===== config.mk =====
export PLATFORM = sky130hd
export DESIGN_NAME = dbws_core
export DESIGN_NICKNAME = d
export VERILOG_FILES = /design/src/rtl/dbws_pkg.sv /design/src/rtl/dbws_lane_next.sv /design/src/rtl/dbws_skid.sv /design/src/rtl/dbws_core.sv
export SDC_FILE = /design/constraint.sdc
export NUM_CORES = 1
export LEC_CHECK = 0
export BUFFER_PORTS_ARGS = -buffer_cell sky130_fd_sc_hd__buf_2
export CORE_MARGIN = 2
export CORE_UTILIZATION = 31
export CTS_BUF_LIST = sky130_fd_sc_hd__clkbuf_8 sky130_fd_sc_hd__clkbuf_16
export CTS_CLUSTER_DIAMETER = 50
export CTS_CLUSTER_SIZE = 8
export DETAILED_ROUTE_END_ITERATION = 7
export PLACE_DENSITY = 0.54
export SLEW_MARGIN = 20
export SYNTH_ARGS = -nofsm -noshare
export SYNTH_HDL_FRONTEND = slang
export SYNTH_HIERARCHICAL = 1
export SYNTH_SLANG_ARGS = --single-unit
export TNS_END_PERCENT = 30

===== constraint.sdc =====
create_clock -name clk -period 2.8 [get_ports clk]
set_input_delay 0.28 -clock clk [delete_from_list [all_inputs] [get_ports clk]]
set_output_delay 0.28 -clock clk [all_outputs]
set_load 0.005 [all_outputs]

===== src/rtl/dbws_pkg.sv =====
// Behaviour
// - both width inputs asserted means 8-bit
// - 16-bit width splits into up to two cycles
// - 8-bit width splits into up to four cycles
// - follow-ons get fresh enables, same word address
// - 8-bit next lane-enable pattern table
// - 16-bit next lane-enable pattern table
// - take read data from width-specific lanes
// - write data only on enabled lanes
// - width sampled in clock before cycle done
// - I/O waits for drained write buffer
// - 4 GB memory and 64 KB I/O space
// - I/O ports of any width within 64 KB
package dbws_pkg;

  // ==========================================================================
  // widths and constants
  localparam int          ADDR_W      = 30;
  localparam int          DATA_W      = 32;
  localparam int          LANES       = 4;
  localparam logic [15:0] IO_TOP      = 16'hffff;
  localparam logic [3:0]  NO_LANES    = 4'hf;
  localparam logic [1:0]  WB_DEPTH    = 2'h2;

  // ==========================================================================
  // bus width decode
  typedef enum logic [1:0] {
    DBWS_W32 = 2'b00,
    DBWS_W16 = 2'b01,
    DBWS_W8  = 2'b10
  } dbws_width_t;

  // ==========================================================================
  // carriers
  typedef struct packed {
    logic                     is_io;
    logic                     write;
    logic [ADDR_W-1:0]        word_addr;
    logic [LANES-1:0]         lane_enable_n;
    logic [DATA_W-1:0]        wdata;
  } dbws_req_t;

  typedef struct packed {
    logic [DATA_W-1:0]        rdata;
    logic                     write;
  } dbws_resp_t;

endpackage


===== src/rtl/dbws_lane_next.sv =====
`timescale 1ns/100ps
module dbws_lane_next (
  // current cycle
  input  wire logic [3:0]           cur_n,
  input  wire dbws_pkg::dbws_width_t width,
  // result
  output logic      [3:0]           next_n,
  output logic                      more,
  output logic      [3:0]           take
);

  // ==========================================================================
  // next lane pattern and lanes carrying valid data
  always_comb begin
    next_n = dbws_pkg::NO_LANES;
    take   = ~cur_n;
    unique case (width)
      dbws_pkg::DBWS_W8: begin
        unique case (cur_n)
          4'hc:    next_n = 4'hd;
          4'h8:    next_n = 4'h9;
          4'h0:    next_n = 4'h1;
          4'h9:    next_n = 4'hb;
          4'h1:    next_n = 4'h3;
          4'h3:    next_n = 4'h7;
          default: next_n = dbws_pkg::NO_LANES;
        endcase
        take = (~cur_n) & ~((~cur_n) - 4'h1);
      end
      dbws_pkg::DBWS_W16: begin
        unique case (cur_n)
          4'h8, 4'h9: next_n = 4'hb;
          4'h0, 4'h1: next_n = 4'h3;
          default:    next_n = dbws_pkg::NO_LANES;
        endcase
        // low half if byte 0 or 1 enabled
        take = (~cur_n[1:0] != 2'h0) ? {2'h0, ~cur_n[1:0]} : {~cur_n[3:2], 2'h0};
      end
      default: begin
        next_n = dbws_pkg::NO_LANES;
        take   = ~cur_n;
      end
    endcase
    more = (next_n != dbws_pkg::NO_LANES);
  end

endmodule


===== src/rtl/dbws_skid.sv =====
`timescale 1ns/100ps
module dbws_skid (
  // clock and reset
  input  wire logic                clk,
  input  wire logic                reset,
  // fill side
  input  wire logic                in_valid,
  output logic                     in_ready,
  input  wire dbws_pkg::dbws_resp_t in_data,
  // drain side
  output logic                     out_valid,
  input  wire logic                out_ready,
  output dbws_pkg::dbws_resp_t     out_data
);

  // ==========================================================================
  // two-entry buffer, output from a register
  dbws_pkg::dbws_resp_t mem_ff [2];
  logic                 wp_ff;
  logic                 rp_ff;
  logic [1:0]           cnt_ff;
  logic                 push;
  logic                 pop;

  assign in_ready  = (cnt_ff != dbws_pkg::WB_DEPTH);
  assign out_valid = (cnt_ff != 2'h0);
  assign out_data  = mem_ff[rp_ff];
  assign push      = in_valid && in_ready;
  assign pop       = out_valid && out_ready;

  always_ff @(posedge clk or posedge reset) begin
    if (reset) begin
      mem_ff[0] <= '0;
      mem_ff[1] <= '0;
    end else if (push) begin
      mem_ff[wp_ff] <= in_data;
    end
  end

  always_ff @(posedge clk or posedge reset) begin
    if (reset) begin
      wp_ff  <= 1'b0;
      rp_ff  <= 1'b0;
      cnt_ff <= 2'h0;
    end else begin
      if (push) wp_ff <= ~wp_ff;
      if (pop) rp_ff <= ~rp_ff;
      cnt_ff <= cnt_ff + {1'b0, push} - {1'b0, pop};
    end
  end

endmodule


===== src/rtl/dbws_core.sv =====
`timescale 1ns/100ps
module dbws_core (
  // clock and reset
  input  wire logic                 clk,
  input  wire logic                 reset,
  // request side
  input  wire logic                 req_valid,
  output logic                      req_ready,
  input  wire dbws_pkg::dbws_req_t  req,
  input  wire logic                 wbuf_empty,
  // response side
  output logic                      resp_valid,
  input  wire logic                 resp_ready,
  output dbws_pkg::dbws_resp_t      resp,
  // processor bus
  output logic                      bus_start_ff,
  output logic                      bus_io_ff,
  output logic                      bus_write_ff,
  output logic [29:0]               upper_word_address_ff,
  output logic [3:0]                lane_enable_n_ff,
  output logic [31:0]               data_lanes_out_ff,
  output logic [3:0]                data_lanes_oe_ff,
  input  wire logic [31:0]          data_lanes_in,
  input  wire logic                 width16_request_n,
  input  wire logic                 width8_request_n,
  input  wire logic                 cycle_done_n
);

  // ==========================================================================
  // state
  typedef enum logic [1:0] {
    DBWS_IDLE  = 2'b00,
    DBWS_DRAIN = 2'b01,
    DBWS_BUS   = 2'b10,
    DBWS_DONE  = 2'b11
  } dbws_state_t;

  dbws_state_t           state_ff;
  dbws_pkg::dbws_width_t width_ff;
  dbws_pkg::dbws_width_t width_now;
  logic [31:0]           merge_ff;
  logic [3:0]            next_n;
  logic                  more;
  logic [3:0]            take;
  logic                  buf_ready;
  logic                  done;
  logic [31:0]           merged;
  dbws_pkg::dbws_resp_t  buf_in;

  assign req_ready = (state_ff == DBWS_IDLE);
  assign done      = (state_ff == DBWS_BUS) && !cycle_done_n;

  // ==========================================================================
  // width decode and sampling
  // both asserted gives 8-bit
  assign width_now = !width8_request_n  ? dbws_pkg::DBWS_W8  :
                     !width16_request_n ? dbws_pkg::DBWS_W16 : dbws_pkg::DBWS_W32;

  // sample every clock, use value before done
  always_ff @(posedge clk or posedge reset) begin
    if (reset) width_ff <= dbws_pkg::DBWS_W32;
    else width_ff <= width_now;
  end

  dbws_lane_next u_next (
    .cur_n  (lane_enable_n_ff),
    .width  (width_ff),
    .next_n (next_n),
    .more   (more),
    .take   (take)
  );

  // ==========================================================================
  // read merge
  // capture only valid lanes
  generate
    for (genvar i = 0; i < 4; i++) begin : g_lane
      assign merged[8*i +: 8] = take[i] ? data_lanes_in[8*i +: 8] : merge_ff[8*i +: 8];
    end
  endgenerate

  always_ff @(posedge clk or posedge reset) begin
    if (reset) merge_ff <= 32'h0;
    else if (state_ff == DBWS_IDLE) merge_ff <= 32'h0;
    else if (done && !bus_write_ff) merge_ff <= merged;
  end

  // ==========================================================================
  // sequencer
  always_ff @(posedge clk or posedge reset) begin
    if (reset) begin
      state_ff <= DBWS_IDLE;
    end else begin
      unique case (state_ff)
        DBWS_IDLE: begin
          if (req_valid) state_ff <= req.is_io ? DBWS_DRAIN : DBWS_BUS;
        end
        // I/O waits for empty write buffer
        DBWS_DRAIN: begin
          if (wbuf_empty) state_ff <= DBWS_BUS;
        end
        DBWS_BUS: begin
          if (done && !more) state_ff <= DBWS_DONE;
        end
        DBWS_DONE: begin
          if (buf_ready) state_ff <= DBWS_IDLE;
        end
      endcase
    end
  end

  // ==========================================================================
  // bus outputs
  always_ff @(posedge clk or posedge reset) begin
    if (reset) begin
      bus_io_ff             <= 1'b0;
      bus_write_ff          <= 1'b0;
      upper_word_address_ff <= 30'h0;
      lane_enable_n_ff      <= 4'hf;
      data_lanes_out_ff     <= 32'h0;
      data_lanes_oe_ff      <= 4'h0;
    end else if (state_ff == DBWS_IDLE && req_valid) begin
      bus_io_ff             <= req.is_io;
      bus_write_ff          <= req.write;
      // I/O addresses limited to 64 KB
      upper_word_address_ff <= req.is_io ? {16'h0, req.word_addr[13:0]} : req.word_addr;
      lane_enable_n_ff      <= req.lane_enable_n;
      for (int i = 0; i < 4; i++) begin
        data_lanes_out_ff[8*i +: 8] <= req.lane_enable_n[i] ? 8'h0 : req.wdata[8*i +: 8];
      end
      data_lanes_oe_ff      <= req.write ? 4'hf : 4'h0;
    end else if (done && more) begin
      lane_enable_n_ff <= next_n;
      for (int i = 0; i < 4; i++) begin
        if (next_n[i]) data_lanes_out_ff[8*i +: 8] <= 8'h0;
      end
    end else if (done) begin
      data_lanes_oe_ff <= 4'h0;
    end
  end

  // one start strobe per narrow cycle
  always_ff @(posedge clk or posedge reset) begin
    if (reset) bus_start_ff <= 1'b0;
    else bus_start_ff <= (state_ff == DBWS_IDLE && req_valid && !req.is_io)
                         || (state_ff == DBWS_DRAIN && wbuf_empty) || (done && more);
  end

  // ==========================================================================
  // response buffer
  assign buf_in.rdata = merge_ff;
  assign buf_in.write = bus_write_ff;

  dbws_skid u_skid (
    .clk       (clk),
    .reset     (reset),
    .in_valid  (state_ff == DBWS_DONE),
    .in_ready  (buf_ready),
    .in_data   (buf_in),
    .out_valid (resp_valid),
    .out_ready (resp_ready),
    .out_data  (resp)
  );

  // ==========================================================================
  // checks
  // I/O port range within 64 KB
  io_range_a: assert property (@(posedge clk) disable iff (reset)
    bus_io_ff |-> upper_word_address_ff[29:14] == 16'h0) else $error("io address out of range");
  drain_first_a: assert property (@(posedge clk) disable iff (reset)
    (state_ff == DBWS_DRAIN && !wbuf_empty) |=> !bus_start_ff) else $error("io before drain");
  addr_hold_a: assert property (@(posedge clk) disable iff (reset)
    (done && more) |=> $stable(upper_word_address_ff)) else $error("address moved");
  next_lane_a: assert property (@(posedge clk) disable iff (reset)
    (done && more && width_ff == dbws_pkg::DBWS_W8 && lane_enable_n_ff == 4'h0)
    |=> lane_enable_n_ff == 4'h1) else $error("bad 8-bit next enables");
  next16_a: assert property (@(posedge clk) disable iff (reset)
    (done && more && width_ff == dbws_pkg::DBWS_W16 && lane_enable_n_ff == 4'h8)
    |=> lane_enable_n_ff == 4'hb) else $error("bad 16-bit next enables");
  width8_a: assert property (@(posedge clk) disable iff (reset)
    (!width8_request_n && !width16_request_n) |=> width_ff == dbws_pkg::DBWS_W8)
    else $error("both asserted not 8-bit");
  wdata_lane_a: assert property (@(posedge clk) disable iff (reset)
    (lane_enable_n_ff[3] && data_lanes_oe_ff[3]) |-> data_lanes_out_ff[31:24] == 8'h0)
    else $error("write data on disabled lane");
  finish_a: assert property (@(posedge clk) disable iff (reset)
    (done && !more) |=> state_ff == DBWS_DONE) else $error("finish missed");
  split_a: assert property (@(posedge clk) disable iff (reset)
    (done && width_ff == dbws_pkg::DBWS_W16 && lane_enable_n_ff == 4'h0) |-> more)
    else $error("16-bit split missing");
  four_a: assert property (@(posedge clk) disable iff (reset)
    (done && width_ff == dbws_pkg::DBWS_W8 && lane_enable_n_ff == 4'h3) |-> more)
    else $error("8-bit split missing");

  io_wait_a: assert property (@(posedge clk) disable iff (reset)
    (state_ff == DBWS_IDLE && req_valid && req.is_io)
    |=> (state_ff == DBWS_DRAIN && !bus_start_ff)) else $error("io skipped drain");

  mem_go_a: assert property (@(posedge clk) disable iff (reset)
    (state_ff == DBWS_IDLE && req_valid && !req.is_io)
    |=> (state_ff == DBWS_BUS && bus_start_ff)) else $error("memory start late");

  drain_go_a: assert property (@(posedge clk) disable iff (reset)
    (state_ff == DBWS_DRAIN && wbuf_empty)
    |=> (state_ff == DBWS_BUS && bus_start_ff)) else $error("io start late");

  width16_a: assert property (@(posedge clk) disable iff (reset)
    (!width16_request_n && width8_request_n)
    |=> width_ff == dbws_pkg::DBWS_W16) else $error("16-bit width not taken");

  width32_a: assert property (@(posedge clk) disable iff (reset)
    (width16_request_n && width8_request_n)
    |=> width_ff == dbws_pkg::DBWS_W32) else $error("32-bit width not taken");

  next8_c_a: assert property (@(posedge clk) disable iff (reset)
    (done && width_ff == dbws_pkg::DBWS_W8 && lane_enable_n_ff == 4'hc)
    |=> lane_enable_n_ff == 4'hd) else $error("bad 8-bit next enables");

  next8_8_a: assert property (@(posedge clk) disable iff (reset)
    (done && width_ff == dbws_pkg::DBWS_W8 && lane_enable_n_ff == 4'h8)
    |=> lane_enable_n_ff == 4'h9) else $error("bad 8-bit next enables");

  next8_9_a: assert property (@(posedge clk) disable iff (reset)
    (done && width_ff == dbws_pkg::DBWS_W8 && lane_enable_n_ff == 4'h9)
    |=> lane_enable_n_ff == 4'hb) else $error("bad 8-bit next enables");

  next8_1_a: assert property (@(posedge clk) disable iff (reset)
    (done && width_ff == dbws_pkg::DBWS_W8 && lane_enable_n_ff == 4'h1)
    |=> lane_enable_n_ff == 4'h3) else $error("bad 8-bit next enables");

  next8_3_a: assert property (@(posedge clk) disable iff (reset)
    (done && width_ff == dbws_pkg::DBWS_W8 && lane_enable_n_ff == 4'h3)
    |=> lane_enable_n_ff == 4'h7) else $error("bad 8-bit next enables");

  single8_a: assert property (@(posedge clk) disable iff (reset)
    (done && width_ff == dbws_pkg::DBWS_W8 && lane_enable_n_ff inside {4'he, 4'hd, 4'hb, 4'h7})
    |-> !more) else $error("extra 8-bit cycle");

  next16_0_a: assert property (@(posedge clk) disable iff (reset)
    (done && width_ff == dbws_pkg::DBWS_W16 && lane_enable_n_ff == 4'h0)
    |=> lane_enable_n_ff == 4'h3) else $error("bad 16-bit next enables");

  next16_9_a: assert property (@(posedge clk) disable iff (reset)
    (done && width_ff == dbws_pkg::DBWS_W16 && lane_enable_n_ff == 4'h9)
    |=> lane_enable_n_ff == 4'hb) else $error("bad 16-bit next enables");

  next16_1_a: assert property (@(posedge clk) disable iff (reset)
    (done && width_ff == dbws_pkg::DBWS_W16 && lane_enable_n_ff == 4'h1)
    |=> lane_enable_n_ff == 4'h3) else $error("bad 16-bit next enables");

  single16_a: assert property (@(posedge clk) disable iff (reset)
    (done && width_ff == dbws_pkg::DBWS_W16 &&
     lane_enable_n_ff inside {4'he, 4'hc, 4'hd, 4'hb, 4'h3, 4'h7})
    |-> !more) else $error("extra 16-bit cycle");

  wide32_a: assert property (@(posedge clk) disable iff (reset)
    (done && width_ff == dbws_pkg::DBWS_W32)
    |-> !more) else $error("extra 32-bit cycle");

  take8_a: assert property (@(posedge clk) disable iff (reset)
    (state_ff == DBWS_BUS && width_ff == dbws_pkg::DBWS_W8)
    |-> $onehot0(take)) else $error("8-bit read on several lanes");

  take16_a: assert property (@(posedge clk) disable iff (reset)
    (state_ff == DBWS_BUS && width_ff == dbws_pkg::DBWS_W16)
    |-> (take[1:0] == 2'h0 || take[3:2] == 2'h0)) else $error("16-bit read on both halves");

  take_lane_a: assert property (@(posedge clk) disable iff (reset)
    (state_ff == DBWS_BUS && lane_enable_n_ff != 4'hf)
    |-> ((take & lane_enable_n_ff) == 4'h0 && take != 4'h0)) else $error("read lane not enabled");

  oe_done_a: assert property (@(posedge clk) disable iff (reset)
    (state_ff == DBWS_DONE)
    |-> data_lanes_oe_ff == 4'h0) else $error("lanes driven after cycle");

  oe_read_a: assert property (@(posedge clk) disable iff (reset)
    (state_ff == DBWS_BUS && !bus_write_ff)
    |-> data_lanes_oe_ff == 4'h0) else $error("lanes driven on read");

  wdata_lane0_a: assert property (@(posedge clk) disable iff (reset)
    (lane_enable_n_ff[0] && data_lanes_oe_ff[0])
    |-> data_lanes_out_ff[7:0] == 8'h0) else $error("write data on disabled lane");

  wdata_lane1_a: assert property (@(posedge clk) disable iff (reset)
    (lane_enable_n_ff[1] && data_lanes_oe_ff[1])
    |-> data_lanes_out_ff[15:8] == 8'h0) else $error("write data on disabled lane");

  wdata_lane2_a: assert property (@(posedge clk) disable iff (reset)
    (lane_enable_n_ff[2] && data_lanes_oe_ff[2])
    |-> data_lanes_out_ff[23:16] == 8'h0) else $error("write data on disabled lane");

  mem_addr_a: assert property (@(posedge clk) disable iff (reset)
    (state_ff == DBWS_IDLE && req_valid && !req.is_io)
    |=> upper_word_address_ff == $past(req.word_addr)) else $error("memory address lost");

  first_lanes_a: assert property (@(posedge clk) disable iff (reset)
    (state_ff == DBWS_IDLE && req_valid)
    |=> lane_enable_n_ff == $past(req.lane_enable_n)) else $error("first enables lost");

  bus_hold_a: assert property (@(posedge clk) disable iff (reset)
    (state_ff == DBWS_BUS && !done)
    |=> ($stable(lane_enable_n_ff) && $stable(upper_word_address_ff)))
    else $error("bus moved mid-cycle");

  done_hold_a: assert property (@(posedge clk) disable iff (reset)
    (state_ff == DBWS_DONE && !buf_ready)
    |=> state_ff == DBWS_DONE) else $error("result dropped on stall");

  narrow8_c: cover property (@(posedge clk) done && more && width_ff == dbws_pkg::DBWS_W8);
  narrow16_c: cover property (@(posedge clk) done && more && width_ff == dbws_pkg::DBWS_W16);
  io_drain_c: cover property (@(posedge clk) state_ff == DBWS_DRAIN && !wbuf_empty);
  stall_c: cover property (@(posedge clk) state_ff == DBWS_DONE && !buf_ready);

endmodule


==> run summary <==
- 160 µm — Die Width
- 216 — I/O pin cnt
- 0 — PostCTS Resize Cnt
- 0 — final setup fails
- 1.00 — share of flip-flops with an asynchronous set or reset
- 0.312 — starting utilization of the core area
- 1094 — placed cells
- 176 — clock sink total
- 5.12 nW — static leakage power
- 0 — number of hold violations in the final report
- 0.151 — Total GRT Usage
- 0.0241 mm² — Core Region
- flop — type of origin of the critical path
- 75 — pin count of the biggest net entering global routing
- 0.00959 mm² — final standard cell area without fillers
- 0.830 — period utilization
- 0.586 — sequential-to-total area share from yosys stat
- 0.431 GHz — Peak Freq
- 160 µm — y dimension of the die
- 909 — fin nets
- 0.521 — Worst slew margin
- 0 — Remaining DRCs
- clkbuf_16 — root buffer cell
- 0 — fin. max-slew vios
- 4.64 — via/cell ratio
- 2.32 ns — post-route minimum period
- 0.00286 mm² — area of combinational cells with multiple inputs
- 0 — antenna diode count
- complete, no violations — outcome
- 5399 — number of global-route vias before repair
- 5236 — via count
- 0.734 — final weighted congestion in routability-driven placement
- 2 — Hold Buf Count CTS
- false — setup repair after global routing missed its margin
- 1128 — non-filler instance count after layout
- 0.470 — share of layout cells above drive strength 1
- 9.78 mW — overall power
- 0 — grt ovf
- 2 — maximum root-to-sink buffer count
- 0 ns — post-route setup TNS
- a2111oi_4 — worst-path cell with the longest stage delay
- 0.00441 mm² — Seq. cell area
- 0 — number of buffers inserted to repair setup after CTS
- 0.0148 ns — Post-Route Hold Slack
- 43 — count of different cell masters after synthesis
- 0.0255 mm² — Die ar.
- 4 — deepest level of the CTS H-tree
- 1020 mW/mm² — power density of the placed cells
- 0.00752 mm² — netlist area before placement
- 569 — synthesized instance count
- 0 — number of enable-type register cells in the synthesized netlist
- 6 — critical-path maximum fanout
- 3.14 ns — required arrival time at the worst endpoint
- 0 — final antenna-violating net count
- 176 — flip-flop and latch count after synthesis
- 4 — number of optimization iterations in the first detailed-route pass
- 17 — number of buffers inserted during clock tree synthesis
- built — clock tree from TritonCTS
- 687 — number of nets in the synthesized netlist
- 16.7 µm — average wire per standard cell
- 18.8 mm — WL final
- 0 — max-cap check violation count
- 0.41 ns — Crit path largest cell delay
- inv_1 -> ha_1 -> nand2b_1 -> o21ai_0 -> a22o_1 -> or3b_1 -> a2111oi_4 -> mux2i_1 — cell-by-cell trace of the critical path
- reg -> reg — type of the worst setup path
- 215 — port buffer count
- dfrtp_1 — dominant register cell in the synthesized netlist
- 6 — synth warn
- 30.3 mm — wire length of the first global-routing pass
- 255 — DRC marker count from the first detailed-route iteration
- 0.000398 V — VDD IR max
- 13.2 µm² — syn avg cell area
- 1 — antenna violations before repair
- 0.00895 mm² — total placed instance area
- 0.08 ns — clock transition at the registers of the reported paths
- 13.0 mm — placed wire-length estimate after detailed placement
- 2375 — final-layout fill cell count
- 0.0120 ns — Worst Clk Skew
- 0.42 ns — latest clock arrival within the worst-skew pair
- 57 — number of standard-cell rows in the floorplan
- 27.4% — Area Overhead vs Synth
- 0.718 ns — pin slew with the least headroom to its limit
- in -> reg — Tightest Hold Check Type
- flop — critical path capture point type
- 2.67 ns — arrival time of data at the critical path endpoint
## cells in the mapped netlist, types with 2 or more instances
master | n | area share
inv_1 | 12 | 0.0060
and2_1 | 6 | 0.0050
mux2i_1 | 4 | 0.0053
xnor2_1 | 3 | 0.0035
a21oi_1 | 9 | 0.0060
buf_12 | 3 | 0.0080
nand3b_1 | 16 | 0.016
nor2_1 | 10 | 0.0050
mux2_4 | 30 | 0.060
buf_2 | 16 | 0.011
dfrtp_1 | 172 | 0.57
buf_4 | 5 | 0.0050
dfstp_2 | 4 | 0.014
nand2b_1 | 2 | 0.0017
o211ai_1 | 2 | 0.0020
nand2_1 | 90 | 0.045
nor2b_1 | 3 | 0.0025
nand3_1 | 2 | 0.0013
a21oi_2 | 4 | 0.0047
clkbuf_1 | 5 | 0.0025
a211oi_1 | 2 | 0.0020
o21ai_0 | 5 | 0.0033
mux2_2 | 69 | 0.10
a31oi_1 | 3 | 0.0025
ha_1 | 10 | 0.017
a22o_1 | 65 | 0.076
## power by group
part	internal (mW)	leakage, nW	switching [mW]
Sequential	3.45	2.35	0.568
Clock	1.41	0.305	1.08
Combinational	1.71	2.46	1.57
## stage by stage
stage / util / setup slack [ns]
final: 0.398 / 0.477
after CTS: 0.398 / 0.506
after floorplan: - / 0.656
after detailed placement: 0.371 / 0.521
after global routing: 0.398 / 0.355
after global placement: 0.371 / 0.555
## state kept, by name, summed over array words and instances (netlist names), 2 cells and up
register / flops
u_skid/cnt_ff: 2
width_ff: 2
lane_enable_n_ff: 4
merge_ff: 32
u_skid/mem_ff: 66
data_lanes_out_ff: 32
state_ff: 2
upper_word_address_ff: 30
## final cells by class
class,count,share of cell area
clock buffers,20,0.0487
clock inverters,12,0.0155
inverters,12,0.00509
multi-input cells,350,0.298
flip-flops and latches,176,0.460
well taps,324,0.0423
repair buffers,234,0.130
## routing by layer
metal | up-vias | part of all wire | track usage
met5 | - | 0.00069 | 0
met4 | 2 | 0.0097 | 0.0405
met3 | 14 | 0.067 | 0.0442
met2 | 176 | 0.46 | 0.236
met1 | 2596 | 0.46 | 0.207
li1 | 2448 | - | -
## cell usage in the layout, fill, tap and decap left out, types with 2 or more instances in the layout
cell | netlist | layout
buf_2 | 16 | 215
dfrtp_1 | 172 | 172
nand2_1 | 90 | 90
mux2_2 | 69 | 69
a22o_1 | 65 | 65
mux2_4 | 30 | 30
clkbuf_16 | 0 | 17
nand3b_1 | 16 | 16
buf_4 | 5 | 15
nor2_1 | 10 | 10
inv_1 | 12 | 10
ha_1 | 10 | 10
a21oi_1 | 9 | 9
and2_1 | 6 | 6
o21ai_0 | 5 | 5
a21oi_2 | 4 | 4
mux2i_1 | 4 | 4
clkinv_4 | 0 | 4
dfstp_2 | 4 | 4
nor2b_1 | 3 | 3
a31oi_1 | 3 | 3
inv_6 | 0 | 3
clkbuf_8 | 0 | 3
xnor2_1 | 3 | 3
nand3_1 | 2 | 2
nand2b_1 | 2 | 2
o211ai_1 | 2 | 2
bufinv_16 | 0 | 2
inv_8 | 0 | 2
dlygate4sd3_1 | 0 | 2
buf_12 | 3 | 2
a211oi_1 | 2 | 2
## path summary, 6_finish.rpt
check	startpoint	endpoint	slack (ns)	cells after the start
setup / recovery	width_ff[1]	state_ff[1]	0.48	8
hold / removal	width8_request_n	width_ff[1]	0.01	2
setup reg to reg	width_ff[1]	state_ff[1]	0.48	8
hold reg to reg	upper_word_address_ff[29]	upper_word_address_ff[29]	0.46	2
max in group asynchronous	reset	u_skid/rp_ff	1.52	4
min in group asynchronous	reset	u_skid/mem_ff[38]	0.52	3
## critical path, delay by kind of cell, from the launching register on
family	cells	cell delay [ns]
muxes	1	0.23
and+or+nand+nor	2	0.56
AOI/OAI and AO/OA	3	0.76
DFF	1	0.39
adders and majority gates	1	0.23
buffers and inverters	1	0.06
## cell families after synthesis
group,count (synthesis),share of synthesized area
other cells,1,0.000498
fa+ha+maj,10,0.0166
mux,103,0.168
compound gates,94,0.102
flops,176,0.586
xor+xnor,4,0.00466
simple gates,138,0.0871
buf+inv,43,0.0341
No activity file was read; power rests on OpenSTA's default activity.
